File: src/common/tbdi_map.vh
`ifndef TBDI_MAP_VH
`define TBDI_MAP_VH
// ******
// clock and timing
// ******
`define TBDI_CLK_MHZ      250
`define TBDI_FAST_HALF_MS 25
`define TBDI_SLOW_HALF_MS 250
`define TBDI_PAUSE_MS     1000
`define TBDI_LA_HALF_MS   50
`define TBDI_LA_HOLD_MS   200
`define TBDI_START_PULSES 8
// milliseconds to clock cycles
`define TBDI_MS_CYC(ms) ((ms) * 1000 * `TBDI_CLK_MHZ)
// ******
// register offsets (byte addresses)
// ******
`define TBDI_OFS_STATE  4'h0
`define TBDI_OFS_CTRL   4'h4
`define TBDI_OFS_ERR    4'h8
// ctrl fields
`define TBDI_CTRL_RST   0
// error status fields
`define TBDI_ERR_CODE_LO 0
`define TBDI_ERR_ARG_LO  8
`define TBDI_ERR_ACT     16
`define TBDI_ERR_STICKY  17
`define TBDI_ERR_EMC     18
// ******
// state word bits
// ******
`define TBDI_SW_BUS_ERR  0
`define TBDI_SW_CFG_CHG  1
`define TBDI_SW_LEN_MIS  2
`define TBDI_SW_NO_IN    8
`define TBDI_SW_IN_UPD   9
`define TBDI_SW_OUT_UPD  10
`define TBDI_SW_WDOG     11
`define TBDI_SW_ACYC     15
// ******
// error event kinds and reported codes
// ******
`define TBDI_K_CMD   3'h0
`define TBDI_K_DATA  3'h1
`define TBDI_K_REG   3'h2
`define TBDI_K_INIT  3'h3
`define TBDI_K_INT1  3'h4
`define TBDI_K_INT8  3'h5
`define TBDI_K_LEN   3'h6
`define TBDI_K_EMC   3'h7
`define TBDI_C_CMD   4'h3
`define TBDI_C_DATA  4'h4
`define TBDI_C_REG   4'h5
`define TBDI_C_INT   4'h6
`define TBDI_C_LEN   4'h7
`define TBDI_A_ZERO  8'h00
`define TBDI_A_INT1  8'h01
`define TBDI_A_INT8  8'h08
`endif

File: src/tbdi_top.v
// Added by the designer: the placing of the registers and the Avalon-MM slave port.
`timescale 1ns/10ps
`include "tbdi_map.vh"
// Overview of operation
// - red led dark without error, flashing with one
// - green led only when fault free, fieldbus running
// - red led uses fast and slow blink rates
// - start burst, code train, pause, argument train
// - argument counts terminals before the fault
// - passive terminals are skipped in that count
// - command error: three pulses, argument zero
// - data error: four pulses, break position argument
// - register fault: five pulses, terminal position
// - internal error: six pulses, argument zero/one/eight
// - length mismatch: seven pulses, argument zero
// - some errors stay lit until power cycle
// - state word zero means synchronous, error free
// - nonzero may only mean bus slower than task
// - bits 0,1,2: error, config change, lengths
// - bits 8,9,10: no inputs, update busy flags
// - bit 11 watchdog, bit 15 acyclic function
// - reset request clears non-sticky error, restarts bus
// - link led off, steady, or flashing on traffic
module tbdi_top #(
	parameter        NTERM     = 64,
	parameter [31:0] FAST_HALF = `TBDI_MS_CYC(`TBDI_FAST_HALF_MS),
	parameter [31:0] SLOW_HALF = `TBDI_MS_CYC(`TBDI_SLOW_HALF_MS),
	parameter [31:0] PAUSE_CYC = `TBDI_MS_CYC(`TBDI_PAUSE_MS),
	parameter [31:0] LA_HALF   = `TBDI_MS_CYC(`TBDI_LA_HALF_MS),
	parameter [31:0] LA_HOLD   = `TBDI_MS_CYC(`TBDI_LA_HOLD_MS)
) (
	// ******
	// clock, reset, enable
	// ******
	input  wire             clk_sys_in,
	input  wire             rstn_in,
	input  wire             clken_in,
	// ******
	// avalon-mm slave
	// ******
	input  wire [3:0]       avs_address_in,
	input  wire             avs_read_in,
	input  wire             avs_write_in,
	input  wire [31:0]      avs_writedata_in,
	input  wire [3:0]       avs_byteenable_in,
	output reg  [31:0]      avs_readdata_out,
	output wire             avs_waitrequest_out,
	// ******
	// terminal bus engine status
	// ******
	input  wire             bus_run_in,
	input  wire             bus_err_in,
	input  wire             cfg_chg_in,
	input  wire             len_mis_in,
	input  wire             no_valid_in,
	input  wire             in_upd_busy_in,
	input  wire             out_upd_busy_in,
	input  wire             wdog_in,
	input  wire             acyclic_in,
	input  wire             fieldbus_ok_in,
	// ******
	// error events from the terminal chain
	// ******
	input  wire             err_evt_in,
	input  wire [2:0]       err_kind_in,
	input  wire [7:0]       err_pos_in,
	input  wire [NTERM-1:0] term_passive_in,
	// ******
	// frame bus link
	// ******
	input  wire             frame_mode_in,
	input  wire             frame_link_in,
	input  wire             frame_traffic_in,
	// ******
	// leds and bus restart
	// ******
	output wire             led_err_out,
	output reg              led_run_out,
	output wire             led_la_out,
	output reg              bus_restart_out
);
	// ******
	// active terminal count up to a position
	// ******
	// passive terminals (power feeds) take no place
	function [7:0] active_upto;
		input [7:0]       pos;
		input [NTERM-1:0] passive;
		integer i;
		reg [7:0] cnt;
		begin
			cnt = 8'h00;
			for (i = 0; i < NTERM; i = i + 1) begin
				if ((i < pos) && !passive[i]) begin
					cnt = cnt + 8'h01;
				end
			end
			active_upto = cnt;
		end
	endfunction

	// ******
	// event decode
	// ******
	reg  [3:0] ev_code;   // code pulses for event
	reg  [7:0] ev_arg;    // argument pulses for event
	reg        ev_sticky; // survives reset request
	reg        ev_emc;    // uncoded flashing

	// map each event kind to its report
	always @* begin
		ev_code   = `TBDI_C_CMD;
		ev_arg    = `TBDI_A_ZERO;
		ev_sticky = 1'b0;
		ev_emc    = 1'b0;
		case (err_kind_in)
		`TBDI_K_CMD: begin
			// no terminal inserted, bad command
			ev_code = `TBDI_C_CMD;
		end
		`TBDI_K_DATA: begin
			// 0 means break right behind the unit
			ev_code = `TBDI_C_DATA;
			ev_arg  = active_upto(err_pos_in,
				term_passive_in);
		end
		`TBDI_K_REG: begin
			ev_code = `TBDI_C_REG;
			ev_arg  = active_upto(err_pos_in,
				term_passive_in);
		end
		`TBDI_K_INIT: begin
			ev_code   = `TBDI_C_INT;
			ev_sticky = 1'b1;
		end
		`TBDI_K_INT1: begin
			ev_code   = `TBDI_C_INT;
			ev_arg    = `TBDI_A_INT1;
			ev_sticky = 1'b1;
		end
		`TBDI_K_INT8: begin
			ev_code   = `TBDI_C_INT;
			ev_arg    = `TBDI_A_INT8;
			ev_sticky = 1'b1;
		end
		`TBDI_K_LEN: begin
			ev_code = `TBDI_C_LEN;
		end
		default: begin
			// emc trouble has no code of its own
			ev_emc = 1'b1;
		end
		endcase
	end

	// ******
	// bus slave handshake
	// ******
	reg         ack_r;   // second cycle of an access
	reg         rst_req; // reset request write
	wire        req     = avs_read_in | avs_write_in;
	// accepted only when the enable lets state move
	wire        take    = req & ack_r & clken_in;
	wire        wr_take = take & avs_write_in;

	assign avs_waitrequest_out = req & ~(ack_r & clken_in);

	// a write of one to the request bit, low lane
	always @* begin
		rst_req = wr_take
			&& (avs_address_in == `TBDI_OFS_CTRL)
			&& avs_byteenable_in[0]
			&& avs_writedata_in[`TBDI_CTRL_RST];
	end

	// ******
	// latched error report
	// ******
	reg        err_act_r;    // an error is being shown
	reg        err_sticky_r; // only power cycle clears
	reg        err_emc_r;    // continuous flashing
	reg  [3:0] err_code_r;
	reg  [7:0] err_arg_r;
	// sticky errors replace ordinary ones, not the reverse
	wire       clr_ok  = rst_req & ~err_sticky_r;
	wire       ev_take = err_evt_in
		& (~err_act_r | clr_ok | (ev_sticky & ~err_sticky_r));

	// first error is kept so the count stays readable
	always @(posedge clk_sys_in or negedge rstn_in) begin
		if (!rstn_in) begin
			err_act_r    <= 1'b0;
			err_sticky_r <= 1'b0;
			err_emc_r    <= 1'b0;
			err_code_r   <= 4'h0;
			err_arg_r    <= 8'h00;
		end else if (clken_in) begin
			if (ev_take) begin
				// new event wins over a same-cycle clear
				err_act_r    <= 1'b1;
				err_sticky_r <= ev_sticky;
				err_emc_r    <= ev_emc;
				err_code_r   <= ev_code;
				err_arg_r    <= ev_arg;
			end else if (clr_ok) begin
				err_act_r <= 1'b0;
				err_emc_r <= 1'b0;
			end
		end
	end

	// ******
	// bus restart and state word
	// ******
	reg  [15:0] state_word_r; // terminal_bus_state_word

	// restart pulse follows the accepted request
	always @(posedge clk_sys_in or negedge rstn_in) begin
		if (!rstn_in) begin
			bus_restart_out <= 1'b0;
		end else if (clken_in) begin
			bus_restart_out <= rst_req;
		end
	end

	// snapshot of bus health; busy bits may only mean
	// the bus cycle outruns the task, not a real fault
	always @(posedge clk_sys_in or negedge rstn_in) begin
		if (!rstn_in) begin
			state_word_r <= 16'h0000;
		end else if (clken_in) begin
			state_word_r <= 16'h0000;
			state_word_r[`TBDI_SW_BUS_ERR] <=
				bus_err_in | err_act_r;
			state_word_r[`TBDI_SW_CFG_CHG] <= cfg_chg_in;
			state_word_r[`TBDI_SW_LEN_MIS] <= len_mis_in
				| (err_act_r
				& (err_code_r == `TBDI_C_LEN));
			state_word_r[`TBDI_SW_NO_IN]   <= no_valid_in;
			state_word_r[`TBDI_SW_IN_UPD]  <=
				in_upd_busy_in;
			state_word_r[`TBDI_SW_OUT_UPD] <=
				out_upd_busy_in;
			state_word_r[`TBDI_SW_WDOG]    <= wdog_in;
			state_word_r[`TBDI_SW_ACYC]    <=
				acyclic_in | bus_restart_out;
		end
	end

	// ******
	// green run led
	// ******
	// lit only with the bus up, fieldbus up, no flags
	always @(posedge clk_sys_in or negedge rstn_in) begin
		if (!rstn_in) begin
			led_run_out <= 1'b0;
		end else if (clken_in) begin
			led_run_out <= bus_run_in & fieldbus_ok_in
				& ~err_act_r
				& (state_word_r == 16'h0000);
		end
	end

	// ******
	// register read path
	// ******
	reg  [31:0] rd_mux; // decoded read value

	// unmapped offsets and the ctrl register read zero
	always @* begin
		rd_mux = 32'h0000_0000;
		case (avs_address_in)
		`TBDI_OFS_STATE: begin
			rd_mux[15:0] = state_word_r;
		end
		`TBDI_OFS_ERR: begin
			rd_mux[`TBDI_ERR_CODE_LO +: 4] = err_code_r;
			rd_mux[`TBDI_ERR_ARG_LO +: 8]  = err_arg_r;
			rd_mux[`TBDI_ERR_ACT]    = err_act_r;
			rd_mux[`TBDI_ERR_STICKY] = err_sticky_r;
			rd_mux[`TBDI_ERR_EMC]    = err_emc_r;
		end
		default: begin
			rd_mux = 32'h0000_0000;
		end
		endcase
	end

	// first cycle of an access loads data, second ends it
	always @(posedge clk_sys_in or negedge rstn_in) begin
		if (!rstn_in) begin
			ack_r            <= 1'b0;
			avs_readdata_out <= 32'h0000_0000;
		end else if (clken_in) begin
			if (take) begin
				ack_r <= 1'b0;
			end else if (req) begin
				ack_r <= 1'b1;
				if (avs_read_in) begin
					avs_readdata_out <= rd_mux;
				end
			end
		end
	end

	// ******
	// led drivers
	// ******
	// coded report on the red led
	tbdi_blink #(
		.FAST_HALF (FAST_HALF),
		.SLOW_HALF (SLOW_HALF),
		.PAUSE_CYC (PAUSE_CYC),
		.START_N   (`TBDI_START_PULSES)
	) u_blink (
		.clk_sys_in (clk_sys_in),
		.rstn_in    (rstn_in),
		.clken_in   (clken_in),
		.active_in  (err_act_r),
		.cont_in    (err_emc_r),
		.code_in    (err_code_r),
		.arg_in     (err_arg_r),
		.led_out    (led_err_out)
	);

	// link / activity led for frame bus mode
	tbdi_la_led #(
		.HALF_CYC (LA_HALF),
		.HOLD_CYC (LA_HOLD)
	) u_la (
		.clk_sys_in (clk_sys_in),
		.rstn_in    (rstn_in),
		.clken_in   (clken_in),
		.mode_in    (frame_mode_in),
		.link_in    (frame_link_in),
		.traffic_in (frame_traffic_in),
		.led_out    (led_la_out)
	);
endmodule // tbdi_top

File: src/tbdi_blink.v
`timescale 1ns/10ps
`include "tbdi_map.vh"
// ******
// coded blink sequencer for the red error led
// ******
module tbdi_blink #(
	parameter [31:0] FAST_HALF = 32'h0000_0010, // fast half period
	parameter [31:0] SLOW_HALF = 32'h0000_0040, // slow half period
	parameter [31:0] PAUSE_CYC = 32'h0000_0100, // dark pause
	parameter [7:0]  START_N   = 8'h08          // start burst pulses
) (
	input  wire       clk_sys_in,
	input  wire       rstn_in,
	input  wire       clken_in,
	input  wire       active_in, // an error is latched
	input  wire       cont_in,   // uncoded continuous flashing
	input  wire [3:0] code_in,
	input  wire [7:0] arg_in,
	output reg        led_out
);
	localparam [2:0] ST_IDLE  = 3'h0;
	localparam [2:0] ST_START = 3'h1;
	localparam [2:0] ST_CODE  = 3'h2;
	localparam [2:0] ST_PAUSE = 3'h3;
	localparam [2:0] ST_ARG   = 3'h4;
	localparam [2:0] ST_GAP   = 3'h5;
	localparam [2:0] ST_CONT  = 3'h6;

	reg  [2:0]  st_r;    // sequence phase
	reg  [31:0] tmr_r;   // cycles left in this half
	reg  [7:0]  left_r;  // pulses left in train
	reg         off_r;   // in dark half of a pulse
	wire [31:0] fast_ld = FAST_HALF - 32'h0000_0001;
	wire [31:0] slow_ld = SLOW_HALF - 32'h0000_0001;
	wire [31:0] half_ld = (st_r == ST_START) ? fast_ld : slow_ld;

	// one process walks the whole report
	always @(posedge clk_sys_in or negedge rstn_in) begin
		if (!rstn_in) begin
			st_r    <= ST_IDLE;
			tmr_r   <= 32'h0000_0000;
			left_r  <= 8'h00;
			off_r   <= 1'b0;
			led_out <= 1'b0;
		end else if (clken_in) begin
			if (!active_in) begin
				// no error: dark and rearmed
				st_r    <= ST_IDLE;
				tmr_r   <= 32'h0000_0000;
				led_out <= 1'b0;
			end else if (tmr_r != 32'h0000_0000) begin
				tmr_r <= tmr_r - 32'h0000_0001;
			end else begin
				case (st_r)
				ST_IDLE: begin
					off_r   <= 1'b0;
					led_out <= 1'b1;
					if (cont_in) begin
						st_r  <= ST_CONT;
						tmr_r <= fast_ld;
					end else begin
						st_r   <= ST_START;
						left_r <= START_N;
						tmr_r  <= fast_ld;
					end
				end
				ST_START, ST_CODE, ST_ARG: begin
					if (!off_r) begin
						// lit half done, go dark
						led_out <= 1'b0;
						off_r   <= 1'b1;
						tmr_r   <= half_ld;
					end else if (left_r > 8'h01) begin
						left_r  <= left_r - 8'h01;
						led_out <= 1'b1;
						off_r   <= 1'b0;
						tmr_r   <= half_ld;
					end else begin
						// train finished
						case (st_r)
						ST_START: begin
							st_r    <= ST_CODE;
							left_r  <= {4'h0, code_in};
							led_out <= 1'b1;
							off_r   <= 1'b0;
							tmr_r   <= slow_ld;
						end
						ST_CODE: begin
							st_r  <= ST_PAUSE;
							tmr_r <= PAUSE_CYC - 32'h0000_0001;
						end
						default: begin
							st_r  <= ST_GAP;
							tmr_r <= PAUSE_CYC - 32'h0000_0001;
						end
						endcase
					end
				end
				ST_PAUSE: begin
					// argument 0 gives no pulses at all
					if (arg_in == `TBDI_A_ZERO) begin
						st_r <= ST_GAP;
					end else begin
						st_r    <= ST_ARG;
						left_r  <= arg_in;
						led_out <= 1'b1;
						off_r   <= 1'b0;
						tmr_r   <= slow_ld;
					end
				end
				ST_CONT: begin
					// emc: plain fast flashing
					led_out <= ~led_out;
					tmr_r   <= fast_ld;
					if (!cont_in) begin
						st_r <= ST_IDLE;
					end
				end
				default: begin
					// gap over: report again
					st_r <= ST_IDLE;
				end
				endcase
			end
		end
	end
endmodule // tbdi_blink

File: src/tbdi_la_led.v
`timescale 1ns/10ps
`include "tbdi_map.vh"
// ******
// link / activity led of the frame bus
// ******
module tbdi_la_led #(
	parameter [31:0] HALF_CYC = 32'h0000_0010, // flash half period
	parameter [31:0] HOLD_CYC = 32'h0000_0040  // traffic stretch
) (
	input  wire clk_sys_in,
	input  wire rstn_in,
	input  wire clken_in,
	input  wire mode_in,    // frame bus selected
	input  wire link_in,    // bus connected
	input  wire traffic_in, // data seen this cycle
	output reg  led_out
);
	reg [31:0] hold_r; // stretches short bursts
	reg [31:0] tgl_r;  // flash half counter
	reg        ph_r;   // flash phase

	// traffic stretch keeps single frames visible
	always @(posedge clk_sys_in or negedge rstn_in) begin
		if (!rstn_in) begin
			hold_r  <= 32'h0000_0000;
			tgl_r   <= 32'h0000_0000;
			ph_r    <= 1'b0;
			led_out <= 1'b0;
		end else if (clken_in) begin
			if (traffic_in && link_in) begin
				hold_r <= HOLD_CYC;
			end else if (hold_r != 32'h0000_0000) begin
				hold_r <= hold_r - 32'h0000_0001;
			end
			if (tgl_r == 32'h0000_0000) begin
				tgl_r <= HALF_CYC - 32'h0000_0001;
				ph_r  <= ~ph_r;
			end else begin
				tgl_r <= tgl_r - 32'h0000_0001;
			end
			if (!mode_in || !link_in) begin
				led_out <= 1'b0;
			end else if (hold_r != 32'h0000_0000) begin
				led_out <= ph_r;
			end else begin
				led_out <= 1'b1;
			end
		end
	end
endmodule // tbdi_la_led

File: config.mk
export PLATFORM = sky130hd
export DESIGN_NAME = tbdi_top
export DESIGN_NICKNAME = d
export VERILOG_FILES = /design/src/tbdi_top.v /design/src/tbdi_blink.v /design/src/tbdi_la_led.v
export VERILOG_INCLUDE_DIRS = /design/src /design/src/common
export SDC_FILE = /design/constraint.sdc
export NUM_CORES = 1
export LEC_CHECK = 0
export BUFFER_PORTS_ARGS = -buffer_cell sky130_fd_sc_hd__buf_2
export CORE_AREA = 2 2 240 242
export CTS_BUF_LIST = sky130_fd_sc_hd__clkbuf_16
export DETAILED_ROUTE_END_ITERATION = 10
export DIE_AREA = 0 0 242 244
export MAX_ROUTING_LAYER = met4
export PLACE_DENSITY = 0.54
export SYNTH_ARGS = -nofsm -noshare
export SYNTH_HDL_FRONTEND = slang
export SYNTH_SLANG_ARGS = --single-unit
File: constraint.sdc
create_clock -name clk_sys_in -period 5.3 [get_ports clk_sys_in]
set_input_delay 0.53 -clock clk_sys_in [delete_from_list [all_inputs] [get_ports clk_sys_in]]
set_output_delay 0.53 -clock clk_sys_in [all_outputs]
set_load 0.02 [all_outputs]
* Word-level counts from Yosys, hierarchy flattened *
Cells that the tools add are included.

word-level totals
  output and inout bits = 37
  bits in registers = 152
  bits of input ports = 134

operators by class
  muxes and demuxes = 305
  magnitude comparators = 65
  eq/ne operators = 27
  reductions and logical operators = 162
  bitwise operators = 25
  add/subtract/negate cells = 130

operator list
  cell                   number
  $mux 8                 257
  $add 8x1->8 const B    126
  $lt 6x8->1 const A     32
  $mux 32                8
  $lt 5x8->1 const A     16
  $pmux 32 s3            1
  $sub 32x1->32 const B  3
  $logic_and 1x1->1      68
  $logic_not 1->1        66
  $lt 4x8->1 const A     8
  $reduce_bool 32->1     2
  $logic_not 32->1       1
  $lt 3x8->1 const A     4
  $pmux 8 s4             1
  $mux 28                1
  $mux 26                1
  $pmux 3 s4             2
  $pmux 8 s3             1
  $mux 1                 21
  $mux 3                 7
  $logic_not 16->1       1
  $lt 1x8->1 const A     2
  $lt 2x8->1 const A     2
  $pmux 8 s2             1
  other kinds (37)       82

* Longest topological paths before layout *
  depth after elaboration = 193
  gate-level depth with buffers = 183
  gate-level depth less buffers = 179

* Modules after synthesis *
A second synthesis with hierarchy kept.

unflattened totals
  cells, all modules = 2592
  area total of the unflattened synthesis = 20692.3 µm²

modules (own cells, without submodules)
  module       area an instance (µm²)  sequential area each (µm²)  instances  cells each
  tbdi_top     13984.7                 975.9                       1          1832
  tbdi_la_led  3493.4                  1651.6                      1          354
  tbdi_blink   3214.3                  1126.1                      1          406

* Worst setup path after synthesis *
OpenSTA, ideal clock, no wires.

  kind = input-to-reg
  from = in err_pos_in[5]
  to = reg err_arg_r[6]
  library setup time = 0.127 ns
  stages = 175
  data arrival time = 31.450 ns
  required time = 5.173 ns
  slack = -26.277 ns
  path buffers = 5
  cells stage by stage = buf_4 nor4_4 buf_6 buf_6 buf_4 and2_0 or2_2 inv_1 ha_1 buf_1 xor2_1 ha_1 o21ai_1 a21oi_1 or2_2 a21oi_1 ha_1 and2_1 (+139 left out) mux2_2 ha_1 mux2_2 ha_1 mux2_2 ha_1 mux2_2 ha_1 mux2_2 ha_1 and3_1 nand2b_1 a21oi_1 a31oi_1 nand2b_1 o22ai_1 xnor2_1 o21ai_1

between the ends
  cells in the longest elaborated chain, start to end = 193

ends and longest elaborated chain
  what                  line            text
  start, declared       tbdi_top.v:66   input wire [7:0] err_pos_in,
  $lt 1x8->1            tbdi_top.v:94   if ((i < pos) && !passive[i]) begin
  $logic_and 1x1->1     tbdi_top.v:94
  $mux 1                tbdi_top.v:94
  $mux 8                tbdi_top.v:116  case (err_kind_in)
  $add 8x1->8           tbdi_top.v:95   cnt = cnt + 8'h01;
  $mux 8                tbdi_top.v:94
  $mux 8                tbdi_top.v:116
  $add 8x1->8           tbdi_top.v:95
  (+177 left out)       --
  $mux 8                tbdi_top.v:94
  $mux 8                tbdi_top.v:116
  $add 8x1->8           tbdi_top.v:95
  $mux 8                tbdi_top.v:94
  $mux 8                tbdi_top.v:116
  $add 8x1->8           tbdi_top.v:95
  $mux 8                tbdi_top.v:94
  $pmux 8 s4 (*)        tbdi_top.v:116
  end signal, assigned  tbdi_top.v:204  err_arg_r <= ev_arg;
  end, declared         tbdi_top.v:183  reg [7:0] err_arg_r;

Mark *: on every way between the ends. The rest lies on a longest branch, timed or not. The select of a mux whose other input is x is not followed.
A chain may end at the register's enable or synchronous reset.

* Worst setup path in the final report *
  from = in err_pos_in[6]
  to = reg err_arg_r[6]

The elaborated chain is that of the path after synthesis.

==> key figures <==
Layout
  • P&R area growth vs syn: 45.4%
  • Final net count: 4,091
  • Post-route cell area: 32,400 sq um
  • Layout cells sized above 1: 37.1%
  • Fillers: 5,293

Route
  • Starting DRC count in detailed routing: 1,217
  • Vias: 24,600
  • Antenna viol nets, final: 0
  • Drt drc: 0
  • Vias per Instance: 5.30
  • WL/cell: 15.7 um
  • Pre-antenna DRT Iters: 6
  • Wire length after detailed routing: 73,300 um

Worst setup path
  • CP peak stage delay: 0.36 ns
  • Kind of critical path: in2reg
  • Most used cell, CP: ha_1
  • Worst Path Arrival: 29.71 ns
  • Crit path max fanout: 4
  • Crit path required time: 5.60 ns
  • Slowest CP cell: or3_1
  • Startpoint type of the worst setup path: input pin
  • Crit end category: flop

Clock network
  • CTS buffer count: 17
  • CTS root buffer: clkbuf_16
  • Hold Buf Count CTS: 0
  • Clock Tree Buf Depth: 2
  • Worst-path clk slew: 0.07 ns
  • Worst-Skew Late Latency: 0.42 ns
  • CTS tree: done
  • H-tree depth: 4
  • Clock Sinks: 150

Global routing
  • Total GRT Usage: 24.7%
  • Vias in the first global route: 24,400
  • First-pass GRT wire length: 119,000 um
  • Initial antenna violation count: 1
  • Largest net degree at the start of global routing: 104
  • Grt ovf: 0

Placed design
  • Placed instance area: 30,700 sq um
  • Gpl congestion: 0.932
  • IO buf count: 118
  • Detail Placement HPWL: 59,700 um

Outcome
  • Failing checks: negative setup slack
  • Status: complete, but fails checks

Synthesis
  • Post-synthesis cell count: 2,878
  • Synth warn: 0
  • Cell taking the most area after synthesis: dfrtp_1
  • Post-synth EDFFs: 0
  • Synth top area share: 16.8%
  • Post-synthesis register bit count: 150
  • Sequential area share after synthesis: 16.8%
  • Mapped Avg Cell Area: 7.74 sq um
  • Synth Flop Type: dfrtp_1
  • Yosys cell types: 126
  • Synth area leaders: dfrtp_1, xnor2_1, nand2_1
  • Netlist Area Pre-Place: 22,300 sq um
  • Post-synth ARST share: 100%

Timing
  • Post-route setup slack: -24.12 ns
  • Slew HR: 30.0%
  • Hold Vio Cnt, Final: 0
  • Max-slew violations: 0
  • Final period util: 555%
  • Final min period: 29.42 ns
  • Final Skew: 0.00888 ns
  • RSZ-0062 raised after global routing: yes
  • Fmax: 34.0 MHz
  • Actual slew at the worst max-slew pin: 1.04 ns
  • Setup violators final: 8

Floorplanning
  • # IOs: 171
  • Core Region: 56,200 sq um
  • Core Rows: 87
  • Die X: 242 um
  • Die span in y: 244 um
  • DIE AREA: 59,000 sq um
  • Initial Util: 39.7%

Hold path
  • HP Class: in2async

Job
  • Max-Cap Viols: 0
-- state kept, by name, summed over array words and instances, names as in the netlist --
name              flops
u_la.led_out          1
u_blink.off_r         1
err_arg_r             8
u_blink.led_out       1
u_la.ph_r             1
u_blink.tmr_r        32
err_sticky_r          1
err_code_r            3
led_run_out           1
u_blink.left_r        8
u_blink.st_r          3
u_la.hold_r          32
ack_r                 1
err_emc_r             1
u_la.tgl_r           32
bus_restart_out       1
avs_readdata_out     14
state_word_r          8
err_act_r             1
-- per-stage QoR --
stage               cells  TNS, ns  worst slack, ns  hold slack (ns)  utilization (%)
global route         4653  -184.41           -25.94            0.281             57.7
CTS                  4615  -169.74           -23.81            0.256             56.1
detailed placement   4567  -175.85           -24.58            0.471             54.7
global placement     4567  -170.77           -23.86            0.467             54.7
floorplan            2895  -171.10           -24.09            0.234                -
finish               4653  -171.40           -24.12            0.180             57.7
-- critical path: cells and delay by family --
family	cells	cell delay [ns]
AO/OA/AOI/OAI	50	6.58
buffers and inverters	7	0.60
AND/OR/NAND/NOR	45	5.24
multiplexers	11	2.79
XOR/XNOR	28	4.51
adder cells (fa/ha/maj)	35	9.45
-- worst paths after layout --
kind                                 startpoint              endpoint  slack, ns  cells after the start
max                               err_pos_in[6]          err_arg_r[6]     -24.12                    176
min                                     rstn_in       u_la.hold_r[17]       0.18                      1
max reg2reg                    u_blink.tmr_r[2]     u_blink.tmr_r[29]       1.43                     11
min reg2reg                avs_readdata_out[10]  avs_readdata_out[10]       0.48                      2
max in group asynchronous               rstn_in     u_blink.tmr_r[18]       3.81                      2
min in group clk_sys_in         out_upd_busy_in      state_word_r[10]       0.34                      2
-- logic make-up (layout without fill, tap and decap cells) --
logic type	after synthesis	count (layout)	synth area share, %
AO/OA/AOI/OAI	747	747	22.7
XOR/XNOR	476	476	23.5
adder cells (fa/ha/maj)	75	75	4.20
buffers and inverters	211	1212	4.30
flip-flops	150	150	16.8
multiplexers	59	59	2.84
other	1	19	0.0168
AND/OR/NAND/NOR	1159	1159	25.5
-- layout by cell type, fill, tap and decap left out, drive strengths merged, types with 101 or more instances in the layout --
cell	count
a21oi	178
buf	1085
dfrtp	150
inv	101
nand2	310
nor2	308
nor3	103
o21ai	203
xnor2	313
xor2	130
-- final cells by class --
type,instances,area [sq um],share of cell area (%)
antenna,1,2.50,0.00772
clock buffer,17,425,1.31
clock inverter,15,146,0.452
inverter,95,360,1.11
multi-input combinational,2534,18800,58.0
sequential,150,3750,11.6
tap,756,946,2.92
timing repair buffer,1085,7980,24.6
-- synth_stat cells (all sizes together) (28+ instances only) --
cell type / n
nand4: 28
a21oi: 178
a31oi: 38
nor2: 308
xor2: 130
and2: 36
inv: 94
o211ai: 30
dfrtp: 150
buf: 50
or3: 36
clkbuf: 66
nor4: 43
nand3: 91
nor3: 103
xnor2: 313
nand2b: 45
and3: 28
mux2i: 34
a211oi: 34
o21ai: 203
ha: 74
nand2: 310
-- what timing repair did --
item / CTS / global route
pin swaps: 35 / 129
setup endpoints to repair: 8 / 8
resized for setup: 21 / 119
buffers inserted: 16 / 37
-- layer usage --
metal / up-vias / track usage, % / wire [um]
met1: 11700 / 31.6 / 33800
met4: 0 / 6.94 / 1960
li1: 12400 / - / -
met2: 453 / 41.9 / 35100
met3: 98 / 2.04 / 2420
met5: - / - / 0
Power is not shown: default switching activity piles up to over one toggle a cycle in this logic, so the estimate is an artifact.
